===== config.mk =====
export PLATFORM = sky130hd
export DESIGN_NAME = ibp_master
export DESIGN_NICKNAME = d
export VERILOG_FILES = /design/src/ibp_pkg.sv /design/src/ibp_master.sv /design/src/ibp_pin_sync.sv /design/src/ibp_tick_div.sv
export SDC_FILE = /design/constraint.sdc
export NUM_CORES = 1
export LEC_CHECK = 0
export BUFFER_PORTS_ARGS = -buffer_cell sky130_fd_sc_hd__buf_2
export CAP_MARGIN = 15
export CELL_PAD_IN_SITES_DETAIL_PLACEMENT = 1
export CELL_PAD_IN_SITES_GLOBAL_PLACEMENT = 2
export CORE_MARGIN = 5
export CORE_UTILIZATION = 34
export CTS_BUF_LIST = sky130_fd_sc_hd__clkbuf_4
export CTS_CLUSTER_DIAMETER = 100
export DETAILED_ROUTE_END_ITERATION = 12
export PLACE_DENSITY = 0.85
export RECOVER_POWER = 100
export SLEW_MARGIN = 10
export SYNTH_ARGS = -nofsm -noshare
export SYNTH_HDL_FRONTEND = slang
export SYNTH_SLANG_ARGS = --single-unit

===== constraint.sdc =====
create_clock -name i_mclk -period 2.49 [get_ports i_mclk]
set_clock_uncertainty 0.2 [all_clocks]
set_input_delay 0.6225 -clock i_mclk [delete_from_list [all_inputs] [get_ports i_mclk]]
set_output_delay 0.6225 -clock i_mclk [all_outputs]
set_load 0.01 [all_outputs]

===== src/ibp_pkg.sv =====
// package for the byte-wide two-wire master port
// assumes a 40 MHz system clock and a word-wide bus slave at the top
package ibp_pkg;

  // register indices; byte address on the bus is four times the index
  localparam logic [15:0] IDX_CTRL = 16'hFFF0;
  localparam logic [15:0] IDX_TX_BYTE = 16'hFFF1;
  localparam logic [15:0] IDX_RX_BYTE = 16'hFFF2;
  localparam logic [15:0] IDX_TARGET = 16'hFFF3;
  localparam logic [15:0] IDX_EVT_STATUS = 16'hFFF4;
  localparam logic [15:0] IDX_EVT_MASK = 16'hFFF5;
  localparam int ADDR_W = 18;

  // control/status field positions
  localparam int CTL_STOP_WR = 0;
  localparam int CTL_STOP_RD = 1;
  localparam int CTL_TX_IRQ_EN = 2;
  localparam int CTL_TX_EMPTY = 3;
  localparam int CTL_FAST = 4;
  localparam int CTL_BUS_ERR = 5;
  localparam int CTL_RX_IRQ_EN = 6;
  localparam int CTL_RX_FULL = 7;

  // target select field positions
  localparam int TGT_DIR = 0;
  localparam int TGT_ADDR_LSB = 1;

  // sticky event status bits
  localparam int EVT_RX_FULL = 0;
  localparam int EVT_TX_EMPTY = 1;
  localparam int EVT_BUS_ERR = 2;

  // reset values
  localparam logic [7:0] RST_CTRL_WR = 8'h00;
  localparam logic [7:0] RST_TX_BYTE = 8'h00;
  localparam logic [7:0] RST_RX_BYTE = 8'h00;
  localparam logic [7:0] RST_TARGET = 8'h00;
  localparam logic [2:0] RST_EVT = 3'h0;

  // timing: the divider ticks four times per serial bit
  localparam int CLK_PERIOD_PS = 25000;
  localparam int FAST_BIT_PS = 2500000;
  localparam int SLOW_BIT_PS = 10000000;
  localparam int QTR_FAST_INT = (FAST_BIT_PS / 4 + CLK_PERIOD_PS - 1)
                                / CLK_PERIOD_PS;
  localparam int QTR_SLOW_INT = (SLOW_BIT_PS / 4 + CLK_PERIOD_PS - 1)
                                / CLK_PERIOD_PS;
  localparam logic [6:0] QTR_FAST_CYC = 7'(QTR_FAST_INT);
  localparam logic [6:0] QTR_SLOW_CYC = 7'(QTR_SLOW_INT);

  typedef struct packed {
    logic stop_after_write;
    logic stop_after_read;
    logic tx_empty_irq_en;
    logic fast;
    logic rx_ready_irq_en;
  } ibp_cfg_type;

  typedef struct packed {
    logic scl;
    logic sda;
  } ibp_pins_type;

  typedef enum logic [4:0] {
    ST_IDLE = 5'h01,
    ST_START = 5'h02,
    ST_BIT = 5'h04,
    ST_HOLD = 5'h08,
    ST_STOP = 5'h10
  } ibp_state_type;

endpackage


===== src/ibp_master.sv =====
// byte-wide two-wire bus master with an Avalon-MM register slave
// assumes open-drain pads outside; lines are pulled up externally
`timescale 1ns/1ps

module ibp_master
  import ibp_pkg::*;
(
  input wire logic i_mclk, // system clock, 40 MHz
  input wire logic i_sys_rst, // synchronous reset, high
  input wire logic [ADDR_W-1:0] i_avs_address, // byte address
  input wire logic i_avs_read, // read request
  input wire logic i_avs_write, // write request
  input wire logic [31:0] i_avs_writedata, // write data
  output logic [31:0] o_avs_readdata, // read data
  output logic o_avs_waitrequest, // stall
  output logic o_irq, // interrupt level
  input wire logic i_scl, // clock line level
  output logic o_scl, // clock line drive value
  output logic o_scl_oe_n, // low while pulling clock low
  input wire logic i_sda, // data line level
  output logic o_sda, // data line drive value
  output logic o_sda_oe_n // low while pulling data low
);
  ibp_cfg_type cfg;
  ibp_state_type state;
  ibp_pins_type line;
  logic [7:0] target_select;
  logic [7:0] serial_tx_byte;
  logic [7:0] serial_rx_byte;
  logic [2:0] evt_status;
  logic [2:0] evt_mask;
  logic rx_full_flag;
  logic bus_err;
  logic tx_pending;
  logic tx_empty_flag;
  logic addr_dirty;
  logic ack;
  logic tick;
  logic [15:0] idx;
  logic wr_hit;
  logic rd_hit;
  logic [7:0] wbyte;
  logic [1:0] phase;
  logic [3:0] bitcnt;
  logic [7:0] shift;
  logic sending;
  logic is_addr;
  logic last_rd;
  logic scl_low;
  logic sda_low;
  logic set_err;
  logic set_rx;
  logic consume;
  logic rx_data_read;
  logic [7:0] ctrl_view;

  // hardware set wins over a clear in the same cycle
  function automatic logic sticky(input logic cur, input logic set,
                                  input logic clr);
    sticky = set | (cur & ~clr);
  endfunction

  ibp_pin_sync u_sync (
    .i_mclk(i_mclk),
    .i_sys_rst(i_sys_rst),
    .i_pins('{scl: i_scl, sda: i_sda}),
    .o_pins(line)
  );

  ibp_tick_div u_div (
    .i_mclk(i_mclk),
    .i_sys_rst(i_sys_rst),
    .i_fast(cfg.fast),
    .o_tick(tick)
  );

  // bus slave: every access holds one wait cycle, then completes
  assign idx = i_avs_address[ADDR_W-1:2];
  assign wbyte = i_avs_writedata[7:0];
  assign o_avs_waitrequest = (i_avs_read | i_avs_write) & ~ack;
  assign wr_hit = i_avs_write & ack;
  assign rd_hit = i_avs_read & ack;
  assign rx_data_read = rd_hit && idx == IDX_RX_BYTE;

  always_ff @(posedge i_mclk) begin
    if (i_sys_rst) begin
      ack <= 1'b0;
    end else begin
      ack <= (i_avs_read | i_avs_write) & ~ack;
    end
  end

  assign tx_empty_flag = ~tx_pending;
  always_comb begin
    ctrl_view = 8'h00;
    ctrl_view[CTL_STOP_WR] = cfg.stop_after_write;
    ctrl_view[CTL_STOP_RD] = cfg.stop_after_read;
    ctrl_view[CTL_TX_IRQ_EN] = cfg.tx_empty_irq_en;
    ctrl_view[CTL_TX_EMPTY] = tx_empty_flag;
    ctrl_view[CTL_FAST] = cfg.fast;
    ctrl_view[CTL_BUS_ERR] = bus_err;
    ctrl_view[CTL_RX_IRQ_EN] = cfg.rx_ready_irq_en;
    ctrl_view[CTL_RX_FULL] = rx_full_flag;
  end

  // read data is captured in the wait cycle so it stands at completion
  always_ff @(posedge i_mclk) begin
    if (i_sys_rst) begin
      o_avs_readdata <= 32'h0000_0000;
    end else if (i_avs_read & ~ack) begin
      case (idx)
        IDX_CTRL: o_avs_readdata <= {24'h000000, ctrl_view};
        IDX_RX_BYTE: o_avs_readdata <= {24'h000000, serial_rx_byte};
        IDX_TARGET: o_avs_readdata <= {24'h000000, target_select};
        IDX_EVT_STATUS: o_avs_readdata <= {29'h00000000, evt_status};
        IDX_EVT_MASK: o_avs_readdata <= {29'h00000000, evt_mask};
        default: o_avs_readdata <= 32'h0000_0000;
      endcase
    end
  end

  always_ff @(posedge i_mclk) begin
    if (i_sys_rst) begin
      cfg <= ibp_cfg_type'({RST_CTRL_WR[CTL_STOP_WR], RST_CTRL_WR[1],
                            RST_CTRL_WR[2], RST_CTRL_WR[4],
                            RST_CTRL_WR[6]});
    end else if (wr_hit && idx == IDX_CTRL) begin
      cfg.stop_after_write <= wbyte[CTL_STOP_WR];
      cfg.stop_after_read <= wbyte[CTL_STOP_RD];
      cfg.tx_empty_irq_en <= wbyte[CTL_TX_IRQ_EN];
      cfg.fast <= wbyte[CTL_FAST];
      cfg.rx_ready_irq_en <= wbyte[CTL_RX_IRQ_EN];
    end
  end

  always_ff @(posedge i_mclk) begin
    if (i_sys_rst) begin
      target_select <= RST_TARGET;
      addr_dirty <= 1'b1;
    end else if (wr_hit && idx == IDX_TARGET) begin
      target_select <= wbyte;
      addr_dirty <= 1'b1;
    end else if (state == ST_START) begin
      addr_dirty <= 1'b0;
    end
  end

  always_ff @(posedge i_mclk) begin
    if (i_sys_rst) begin
      serial_tx_byte <= RST_TX_BYTE;
      tx_pending <= 1'b0;
    end else if (wr_hit && idx == IDX_TX_BYTE) begin
      serial_tx_byte <= wbyte;
      tx_pending <= 1'b1;
    end else if (consume || set_err) begin
      tx_pending <= 1'b0;
    end
  end

  always_ff @(posedge i_mclk) begin
    if (i_sys_rst) begin
      serial_rx_byte <= RST_RX_BYTE;
      rx_full_flag <= 1'b0;
      bus_err <= 1'b0;
    end else begin
      if (set_rx) begin
        serial_rx_byte <= shift;
      end
      rx_full_flag <= sticky(rx_full_flag, set_rx,
        rx_data_read);
      bus_err <= sticky(bus_err, set_err,
        wr_hit && idx == IDX_CTRL && wbyte[CTL_BUS_ERR]);
    end
  end

  // sticky event bits, cleared by writing ones
  always_ff @(posedge i_mclk) begin
    if (i_sys_rst) begin
      evt_status <= RST_EVT;
      evt_mask <= RST_EVT;
    end else begin
      for (int i = 0; i < 3; i++) begin
        evt_status[i] <= sticky(evt_status[i],
          i == EVT_RX_FULL ? set_rx : (i == EVT_TX_EMPTY ? consume : set_err),
          wr_hit && idx == IDX_EVT_STATUS && wbyte[i]);
      end
      if (wr_hit && idx == IDX_EVT_MASK) begin
        evt_mask <= wbyte[2:0];
      end
    end
  end

  assign o_irq = (rx_full_flag & cfg.rx_ready_irq_en)
               | (tx_empty_flag & cfg.tx_empty_irq_en)
               | (|(evt_status & evt_mask));

  // open drain: value is always low, enable low while pulling down
  assign o_scl = 1'b0;
  assign o_sda = 1'b0;
  always_ff @(posedge i_mclk) begin
    if (i_sys_rst) begin
      o_scl_oe_n <= 1'b1;
      o_sda_oe_n <= 1'b1;
    end else begin
      o_scl_oe_n <= ~scl_low;
      o_sda_oe_n <= ~sda_low;
    end
  end

  // byte engine; four quarter-bit phases per bit, ninth bit is the ack
  always_comb begin
    set_err = 1'b0;
    set_rx = 1'b0;
    consume = 1'b0;
    if (tick && phase == 2'h3 && state == ST_BIT && bitcnt == 4'h8) begin
      set_err = sending & line.sda;
      set_rx = ~sending;
      consume = is_addr & ~line.sda;
    end
    if (tick && state == ST_HOLD && tx_pending && !addr_dirty) begin
      consume = 1'b1;
    end
  end

  always_ff @(posedge i_mclk) begin
    if (i_sys_rst) begin
      state <= ST_IDLE;
      phase <= 2'h0;
      bitcnt <= 4'h0;
      shift <= 8'h00;
      sending <= 1'b0;
      is_addr <= 1'b0;
      last_rd <= 1'b0;
      scl_low <= 1'b0;
      sda_low <= 1'b0;
    end else if (tick) begin
      case (state)
        ST_IDLE: begin
          scl_low <= 1'b0;
          sda_low <= 1'b0;
          phase <= 2'h0;
          if (tx_pending) begin
            state <= ST_START;
          end
        end
        ST_START: begin
          phase <= phase + 2'h1;
          case (phase)
            2'h0: sda_low <= 1'b0;
            2'h1: scl_low <= 1'b0;
            2'h2: begin
              // a stretched clock holds the start until the line is high
              if (line.scl) begin
                sda_low <= 1'b1;
              end else begin
                phase <= phase;
              end
            end
            default: begin
              scl_low <= 1'b1;
              shift <= target_select;
              sending <= 1'b1;
              is_addr <= 1'b1;
              bitcnt <= 4'h0;
              state <= ST_BIT;
            end
          endcase
        end
        ST_BIT: begin
          phase <= phase + 2'h1;
          case (phase)
            2'h0: begin
              if (bitcnt == 4'h8) begin
                // master acks each read byte but nacks the last one
                sda_low <= ~sending & ~last_rd;
              end else begin
                sda_low <= sending & ~shift[7];
              end
            end
            2'h1: scl_low <= 1'b0;
            2'h2: begin
              if (!line.scl) begin
                phase <= phase;
              end else if (bitcnt != 4'h8) begin
                shift <= {shift[6:0], line.sda};
              end
            end
            default: begin
              scl_low <= 1'b1;
              bitcnt <= bitcnt + 4'h1;
              if (bitcnt == 4'h8) begin
                bitcnt <= 4'h0;
                // data line keeps its level until the clock is low
                is_addr <= 1'b0;
                if (sending && line.sda) begin
                  state <= ST_STOP;
                end else if (is_addr && !target_select[TGT_DIR]) begin
                  shift <= serial_tx_byte;
                end else if (is_addr) begin
                  sending <= 1'b0;
                  last_rd <= cfg.stop_after_read;
                end else if (sending) begin
                  state <= cfg.stop_after_write ? ST_STOP : ST_HOLD;
                end else begin
                  state <= last_rd ? ST_STOP : ST_HOLD;
                end
              end
            end
          endcase
        end
        ST_HOLD: begin
          // clock held low until firmware supplies the next byte
          phase <= 2'h0;
          if (tx_pending && addr_dirty) begin
            state <= ST_START;
          end else if (tx_pending) begin
            shift <= serial_tx_byte;
            sending <= ~target_select[TGT_DIR];
            last_rd <= cfg.stop_after_read;
            state <= ST_BIT;
          end
        end
        ST_STOP: begin
          phase <= phase + 2'h1;
          case (phase)
            2'h0: sda_low <= 1'b1;
            2'h1: scl_low <= 1'b0;
            2'h2: begin
              if (!line.scl) begin
                phase <= phase;
              end
            end
            default: begin
              sda_low <= 1'b0;
              state <= ST_IDLE;
            end
          endcase
        end
        default: state <= ST_IDLE;
      endcase
    end
  end
endmodule


===== src/ibp_pin_sync.sv =====
// three-stage synchroniser for the two bus lines
// assumes lines idle high; output moves once stages two and three agree
`timescale 1ns/1ps
module ibp_pin_sync
  import ibp_pkg::*;
(
  input wire logic i_mclk, // system clock
  input wire logic i_sys_rst, // synchronous reset, high
  input wire ibp_pins_type i_pins, // raw line levels
  output ibp_pins_type o_pins // filtered line levels
);
  ibp_pins_type s1;
  ibp_pins_type s2;
  ibp_pins_type s3;

  always_ff @(posedge i_mclk) begin
    if (i_sys_rst) begin
      s1 <= '1;
      s2 <= '1;
      s3 <= '1;
    end else begin
      s1 <= i_pins;
      s2 <= s1;
      s3 <= s2;
    end
  end

  always_ff @(posedge i_mclk) begin
    if (i_sys_rst) begin
      o_pins <= '1;
    end else if (s2 == s3) begin
      o_pins <= s3;
    end
  end
endmodule


===== src/ibp_tick_div.sv =====
// quarter-bit tick divider with selectable bus rate
// assumes the rate select is steady while a byte is on the bus
`timescale 1ns/1ps
module ibp_tick_div
  import ibp_pkg::*;
(
  input wire logic i_mclk, // system clock
  input wire logic i_sys_rst, // synchronous reset, high
  input wire logic i_fast, // high selects the fast rate
  output logic o_tick // one-cycle enable pulse
);
  logic [6:0] count;
  logic [6:0] limit;

  assign limit = i_fast ? QTR_FAST_CYC : QTR_SLOW_CYC;

  always_ff @(posedge i_mclk) begin
    if (i_sys_rst) begin
      count <= 7'h00;
      o_tick <= 1'b0;
    end else if (count >= limit - 7'h01) begin
      count <= 7'h00;
      o_tick <= 1'b1;
    end else begin
      count <= count + 7'h01;
      o_tick <= 1'b0;
    end
  end
endmodule


; Word level (Yosys, flattened, before mapping)
; Index checks and enable logic that the tools add are counted.
[word_totals]
ff_bits = 114
input_bits = 56
output_inout_bits = 38
word_cells = 241
[op_classes]
addsub = 4
order_cmp = 1
eq_ne = 43
muxes = 69
n_bitwise = 38
n_reduce_logical = 49
[op_table]
columns = cell, count
row1 = "16-bit equality test, second input constant", 6
row2 = 5-bit 2-to-1 mux, 13
row3 = 8-bit 2-to-1 mux, 8
row4 = 8-bit one-hot mux with 5 select lines, 1
row5 = 1-bit 2-to-1 mux, 28
row6 = 5-bit one-hot mux with 5 select lines, 1
row7 = "2-bit != test, second input constant", 12
row8 = 8-bit one-hot mux with 3 select lines, 1
row9 = 1-bit logical AND, 19
row10 = "3-bit by 2-bit != test with 1-bit output, second input constant", 6
row11 = 9-bit AND reduction, 2
row12 = 8-bit one-hot mux with 2 select lines, 1
row13 = 1-bit AND, 15
row14 = 1-bit NOT, 14
row15 = 2-bit OR reduction, 7
row16 = 4-bit 2-to-1 mux, 3
row17 = 11-bit AND reduction, 1
row18 = 1-bit one-hot mux with 2 select lines, 5
row19 = 10-bit AND reduction, 1
row20 = "3-bit by 1-bit != test with 1-bit output, second input constant", 3
row21 = 3-bit OR reduction, 3
row22 = 1-bit OR, 8
row23 = 4-bit one-hot mux with 2 select lines, 1
row24 = 4-bit AND reduction, 2
row25 = 32 further kinds, 43

; Longest topological paths before layout
; Gate-level depths: netlist of run 1.
[depth]
depth_word = 9
mapped_depth = 9
mapped_depth_nobuf = 7

; Cells and area by module
; Synthesis of run 1 repeated with hierarchy kept, for this count alone.
[unflattened]
cells_unflattened = 542
area_unflattened_um2 = 4857.2
[modules_own_cells]
columns = module, instances, cells_per_inst, area_per_inst_um2, seq_area_each_um2
row1 = ibp_master, 1, 470, 4135.2, 1481.4
row2 = ibp_tick_div, 1, 47, 445.4, 160.2
row3 = ibp_pin_sync, 1, 25, 276.5, 160.2

; Worst setup path before layout of run 1
; OpenSTA, ideal clock, no wires.
[synth_timing]
path_type = in2reg
startpoint = in i_avs_address[16]
endpoint = reg serial_tx_byte[0]
setup_time_ps = 128
arrival_time_ps = 1918
required_ps = 2162
path_slack_ps = 244
path_stages = 6
path_buffers = 1
path_cell_list = nand4_1 nor4_2 nand4_1 buf_2 mux2i_1 nor2_1
[synth_between]
elab_chain_len = 2
[synth_rtl]
columns = item, line_no
row1 = from (decl), ibp_master.sv:10  ; input wire logic [ADDR_W-1:0] i_avs_address,
row2 = 16-bit equality test, ibp_master.sv:152  ; end else if (wr_hit && idx == IDX_TX_BYTE) begin
row3 = 1-bit logical AND, ibp_master.sv:152
row4 = to (signal assigned), ibp_master.sv:153  ; serial_tx_byte <= wbyte;
row5 = to (decl), ibp_master.sv:28  ; logic [7:0] serial_tx_byte;
; No other way between the ends.
; A chain may end at the register's enable or synchronous reset.

; Worst setup path after layout of run 1
[layout_timing]
startpoint = reg tx_pending
endpoint = out o_irq
[layout_between]
elab_chain_len = 4
[layout_rtl]
columns = item, line_no
row1 = from (decl), ibp_master.sv:34  ; logic tx_pending;
row2 = from (signal assigned), ibp_master.sv:151  ; tx_pending <= 1'b0;
row3 = from (signal assigned), ibp_master.sv:154  ; tx_pending <= 1'b1;
row4 = from (signal assigned), ibp_master.sv:156  ; tx_pending <= 1'b0;
row5 = 1-bit NOT, ibp_master.sv:93  ; assign tx_empty_flag = ~tx_pending;
row6 = 1-bit AND, ibp_master.sv:194  ; | (tx_empty_flag & cfg.tx_empty_irq_en)
row7 = 1-bit OR, ibp_master.sv:194
row8 = 1-bit OR, ibp_master.sv:195  ; | (|(evt_status & evt_mask));
row9 = to (decl), ibp_master.sv:16  ; output logic o_irq,
; No other way between the ends.

==> results.cfg, run 1 <==
[setup_path]
crit_required_ns = 1.67
timing.critical_path.slowest_cell_delay_ns = 0.36
cp_top_family = buffers and inverters
reg2reg_setup_slack_ns = 0.19
cp_max_fo = 4
timing.critical_path.cells = buf_4 -> inv_1 -> a22oi_1 -> nand2_1 -> buf_2
crit-reg2reg-launch = phase[1]$_SDFFE_PP0P_
timing.critical_path.to_type = output pin
worst-setup-path-type = reg2out
rr_worst_depth = 8
critical_path_launch_point_type = flip-flop
cp_slowest_cell = dfxtp_1
cp.buffers_inverters = 3
worst_r2r_endpoint = shift[4]$_SDFFE_PP0P_
critPathArrivalTime_ns = 1.51

[placement]
io_buffer_count = 41
routabilityCongestion = 0.841
hpwlAfterDp_mm = 10.4

[power]
clkPwrFrac_pct = 35.9
share_comb_of_total_power_pct = 6.1
p_switching_uw = 698
p_sw_share_pct = 27.6
power.sequential.fraction_pct = 57.9
cellInternalPower_uw = 1840
vdd_drop_max_mv = 0.289
cellPowerDensity_mw_per_mm2 = 477
leakage_uw = 0.00220

[clock_tree]
cts_buffers = 9
clk_transition_reported_paths_ns = 0.16
hold_buffers = 0
clock_sinks = 90
clockBufferDepth = 2
htree_levels = 3
cts-root-buf = clkbuf_4
cts_tree = done
worst_skew_pair.late_latency_ns = 0.49

[finish]
layout.area.seq_mm2 = 0.00181
final_core_utilization_pct = 38.6
layout-drive-gt1-share_pct = 14.8
num_antenna_cells = 0
nNetsFinal = 660
syn2layout_area_growth_pct = 11.7
nFillCells = 1664
multi_input_area_mm2 = 0.00265

[synth]
ys_seq_elements = 90
post-synth-top-count-cell = dfxtp_1
synth.cell_area_mm2 = 0.00475
ys.warnings.count = 0
mean_instance_size_in_the_synthesized_netlist_um2 = 8.90
fraction_of_synthesized_cell_area_taken_by_the_top_area_cell_type_pct = 37.9
synth.largest_area_cell = dfxtp_1
synth.area.top_cells = dfxtp_1 (38%), mux2i_1 (9.1%), nor2_1 (5.4%)
asyncSetResetFlopFracSynth_pct = 0
synth_flop_cell = dfxtp_1
number_of_flops_mapped_to_enable_cells_by_yosys = 0
ys_types = 71
synthesis.instances = 534
ys_top_cells_by_count = dfxtp_1 (90), nor2_1 (68), mux2i_1 (43), a21oi_1 (37), nand2_1 (31)
synth.yosys.seq_area_share_pct = 37.9

[sta]
setup_viol = 0
slew_headroom_pct = 42.9
hold_ws_ns = 0.113
worst_pin_slew_ns = 0.846
final.min_clock_period_ns = 2.33
slew_viol_final = 0
fmax_mhz = 429
period_share_pct = 93.5
rsz0062_at_grt = false
hold_violations = 0

[global_route]
grt_pass1_vias = 4385
grt.overflow.total = 0
gr-usage-all-layers_pct = 17.1
grt_max_degree = 67
first_pass_grt_wire_length_mm = 22.5
antenna_found_initial = 0

[die]
row_count = 43
design.die.area_mm2 = 0.0164
io_pins = 94
coreArea_mm2 = 0.0138
die_width_um = 128
start_util_pct = 34.5
die_height_um = 128

[min_path]
hold_start = i_scl
hold_path.class = in2reg
min_delay_worst_endpoint = u_sync.s1[1]$_SDFF_PP1_
worst_hold_path.num_cells = 2

[drt]
vias = 4203
post_drt_via_cell_ratio = 5.42
drt_iter0_markers = 244
wirelength_mm = 13.8
length_of_the_first_detailed_routing_pass_in_iterations = 4
antenna_violating_nets_post_route = 0
detail_route.drc_violations = 0
route.detailed.wl_per_inst_um = 17.8

[run_status]
status = complete, no violations

[flow_run]
max-cap-violations = 0
## how the worst max path moves through the flow
stage	startpoint	to	slack (ns)	cells past startpoint
floorplan	i_avs_address[16]	serial_tx_byte[0]$_SDFFE_PP0P_	0.24	6
global placement	phase[0]$_SDFFE_PP0P_	shift[1]$_SDFFE_PP0P_	-0.01	7
finish	tx_pending$_SDFFE_PP0P_	o_irq	0.16	5
CTS	phase[0]$_SDFFE_PP0P_	shift[0]$_SDFFE_PP0P_	0.12	7
global route	phase[1]$_SDFFE_PP0P_	shift[6]$_SDFFE_PP0P_	0.003	7
detailed placement	phase[0]$_SDFFE_PP0P_	shift[3]$_SDFFE_PP0P_	-0.12	7
## registers in the layout (all words and copies together) (netlist names), 2 cells and up
register,cells
cfg,5
u_div.count,7
u_sync.s3,2
evt_mask,3
o_avs_readdata,8
evt_status,3
phase,2
serial_tx_byte,8
serial_rx_byte,8
u_sync.s1,2
u_sync.s2,2
state,5
shift,8
bitcnt,4
u_sync.o_pins,2
target_select,8
## cells by family (layout without fill, tap and decap cells)
family          count (synthesis)  count (layout)  share of synthesized area [%]
mux                            43              43                           9.06
buf+inv                        69             105                           8.32
fa+ha+maj                      14              14                           3.69
compound gates                118             118                           17.2
xor+xnor                       10              10                           1.84
simple gates                  189             189                           21.9
other cells                     1              26                         0.0789
flops                          90              90                           37.9
## power by group through the flow
stage               clock network [µW]  logic, µW  registers [µW]
finish                             910        155            1470
global route                       996        172            1470
CTS                                936        159            1470
detailed placement                   0        158            1500
global placement                     0        151            1500
floorplan                            0        119            1500
## repair_timing
item / 4_1_cts / 5_1_grt
buffers inserted: 0 / 4
cloned: 0 / 0
endpoints found under the setup margin: 8 / 6
pin swaps: 0 / 2
resized for setup: 2 / 3
## layout make-up
cell class	instances	share of cell area (%)
clock buffers	9	1.27
clock inverters	7	1.58
inverters	16	1.13
multi-input cells	400	50.0
flip-flops and latches	90	34.0
well taps	180	4.24
repair buffers	73	7.82
## metrics by stage
stage | setup slack, ns | power (µW) | setup TNS, ns | cell area (µm²) | instances
final | 0.161 | 2530 | 0 | 5310 | 775
after global routing | 0.00267 | 2640 | 0 | 5310 | 775
after floorplan | 0.244 | 1610 | 0 | 4850 | 559
after global placement | -0.0106 | 1650 | -0.0106 | 5160 | 755
after detailed placement | -0.122 | 1660 | -0.845 | 5160 | 755
after CTS | 0.125 | 2560 | 0 | 5330 | 771
## placed cells by master (no fill, tap or decap), types with 3 or more instances in the layout
cell type  count
nor4_4         4
inv_1         16
nand2_1       31
dfxtp_1       87
conb_1        26
nand2b_1       5
a222oi_1       9
o21ai_0       18
nand4_1       17
dfxtp_2        3
nor3_1         4
nor2_1        68
nand3_1       10
mux2i_1       43
o211ai_1       3
ha_1          14
o21a_1         4
nand3b_1       5
clkbuf_4       9
nor4b_1        3
a21oi_1       37
buf_2         29
xnor2_1        4
a22o_1         5
inv_8          3
buf_4         23
and2_1         3
and3_1         6
a22oi_1        5
a211oi_1       4
a311oi_1       8
or2_2          4
nor2b_1        8
clkbuf_1      18
xor2_1         6
nor4_1         4
## per-layer routing
layer | part of all wire [%] | global-route usage (%)
met1 | 45 | 21.0
met2 | 49 | 29.9
met3 | 3.8 | 3.46
met4 | 1.7 | 4.93
met5 | 0 | 0
Note: power is estimated with default switching activity, not from simulation.
==> run 2, diff against run 1 <==
--- a/config.mk
+++ b/config.mk
@@ -5,9 +5,10 @@
 export SDC_FILE = /design/constraint.sdc
 export NUM_CORES = 1
 export LEC_CHECK = 0
+export ABC_CLOCK_PERIOD_IN_PS = 2490
 export BUFFER_PORTS_ARGS = -buffer_cell sky130_fd_sc_hd__buf_2
 export CAP_MARGIN = 15
-export CELL_PAD_IN_SITES_DETAIL_PLACEMENT = 1
+export CELL_PAD_IN_SITES_DETAIL_PLACEMENT = 0
 export CELL_PAD_IN_SITES_GLOBAL_PLACEMENT = 2
 export CORE_MARGIN = 5
 export CORE_UTILIZATION = 34
==> results.cfg, run 2 (synthesized netlist as in run 1, its figures left out) <==
[run_status]
status = complete, no violations

[clock_tree]
cts-root-buf = clkbuf_4
htree_levels = 3
cts_buffers = 9
hold_buffers = 0
clock_sinks = 90
worst_skew_pair.late_latency_ns = 0.47
cts_tree = done
clockBufferDepth = 2
clk_transition_reported_paths_ns = 0.15

[finish]
layout_common_cells = dfxtp_1 (90), nor2_1 (68), mux2i_1 (43)
nNetsFinal = 657
layout-drive-gt1-share_pct = 13.7
fin_area_mm2 = 0.00526
nFillCells = 1437
mostFrequentLayoutCell = dfxtp_1
syn2layout_area_growth_pct = 10.6
stdcell_count = 773

[placement]
hpwlAfterDp_mm = 9.12
post_dp_cell_area_mm2 = 0.00516
post-place-cells = 755
dp_slack_ns = -0.0762
io_buffer_count = 41
routabilityCongestion = 0.841

[power]
leakage_uw = 0.00218
vdd_drop_max_mv = 0.249
p_sw_share_pct = 26.8
p_switching_uw = 632
power.sequential.fraction_pct = 62.2
clkPwrFrac_pct = 31.4
design_power_total_uw = 2360
cellInternalPower_uw = 1730
cellPowerDensity_mw_per_mm2 = 449
share_comb_of_total_power_pct = 6.4

[global_route]
antenna_found_initial = 1
grt.overflow.total = 0
grt_pass1_vias = 3930
gr-usage-all-layers_pct = 15.1
first_pass_grt_wire_length_mm = 19.9
grt_max_degree = 67

[setup_path]
critPathArrivalTime_ns = 2.46
crit_required_ns = 2.66
cp_max_fo = 15
critical_path_launch_point_type = flip-flop
timing.critical_path.to_type = flip-flop
worst-setup-path-type = reg2reg

[sta]
slew_headroom_pct = 38.3
final.min_clock_period_ns = 2.29
slew_viol_final = 0
hold_violations = 0
worst_pin_slew_ns = 0.914
fmax_mhz = 436
final.setup.tns_ns = 0
period_share_pct = 92.0
setup_viol = 0
fin_ws_ns = 0.199

[die]
design.die.area_mm2 = 0.0164
die_width_um = 128
start_util_pct = 34.5
io_pins = 94
die_height_um = 128
row_count = 43
coreArea_mm2 = 0.0138

[drt]
detail_route.drc_violations = 0
post_drt_via_cell_ratio = 5.29
length_of_the_first_detailed_routing_pass_in_iterations = 5
wirelength_mm = 12.3
antenna_violating_nets_post_route = 0
route.detailed.wl_per_inst_um = 15.9
drt_iter0_markers = 278
vias = 4087

[flow_run]
max-cap-violations = 0

[min_path]
hold_path.class = in2reg
run 2: layer usage:
| metal | wire (µm) | up-vias | GRT usage, % |
|---|---|---|---|
| met5 | 0 | - | 0 |
| li1 | - | 2009 | - |
| met1 | 5680 | 1947 | 19.7 |
| met3 | 590 | 18 | 2.79 |
| met4 | 215 | 0 | 5.93 |
| met2 | 5810 | 113 | 24.7 |
run 2: final timing paths:
check                                           start                              to  slack (ns)  cells after the start
worst max-delay path            state[2]$_SDFFE_PP0P_  serial_rx_byte[3]$_SDFFE_PP0P_        0.20                      6
worst min-delay path                            i_scl         u_sync.s1[1]$_SDFF_PP1_        0.13                      2
worst min register to register   sda_low$_SDFFE_PP0P_           o_sda_oe_n$_SDFF_PP1_        0.20                      1
worst max register to register  state[2]$_SDFFE_PP0P_  serial_rx_byte[3]$_SDFFE_PP0P_        0.20                      6
run 2: layout make-up:
cell class | count | area [µm²] | area share (%)
diodes | 1 | 2.50 | 0.0476
repair buffers | 70 | 392 | 7.45
flip-flops and latches | 90 | 1800 | 34.3
clock buffers | 10 | 75.1 | 1.43
clock inverters | 6 | 38.8 | 0.738
multi-input cells | 400 | 2660 | 50.6
well taps | 180 | 225 | 4.29
inverters | 16 | 60.1 | 1.14
run 2: per-stage QoR:
step / hold WS [ns] / util [%]
after floorplan: 0.155 / -
after detailed placement: 0.174 / 37.5
after global placement: 0.173 / 37.5
after CTS: 0.100 / 38.4
final: 0.132 / 38.2
after global routing: 0.108 / 38.2
run 2: timing repair:
| action | 4_1_cts | 5_1_grt |
|---|---|---|
| endpoints found under the setup margin | 8 | 8 |
| gates resized for setup | 1 | 1 |
| setup buffers | 0 | 1 |
| pin swaps | 0 | 1 |
run 2: power by group through the flow:
| stage | Sequential [µW] | Clock (µW) | Combinational [µW] |
|---|---|---|---|
| after global routing | 1470 | 828 | 170 |
| after floorplan | 1500 | 0 | 119 |
| after CTS | 1470 | 771 | 155 |
| after global placement | 1500 | 0 | 151 |
| after detailed placement | 1500 | 0 | 154 |
| final | 1470 | 741 | 151 |
run 2: critical path, stage by stage, from the launching register on:
cell	delay, ns
dfxtp_1	0.68
nand2b_1	0.28
nor4_4	0.40
and2b_1	0.20
buf_4	0.18
mux2i_1	0.20
nor2_1	0.05
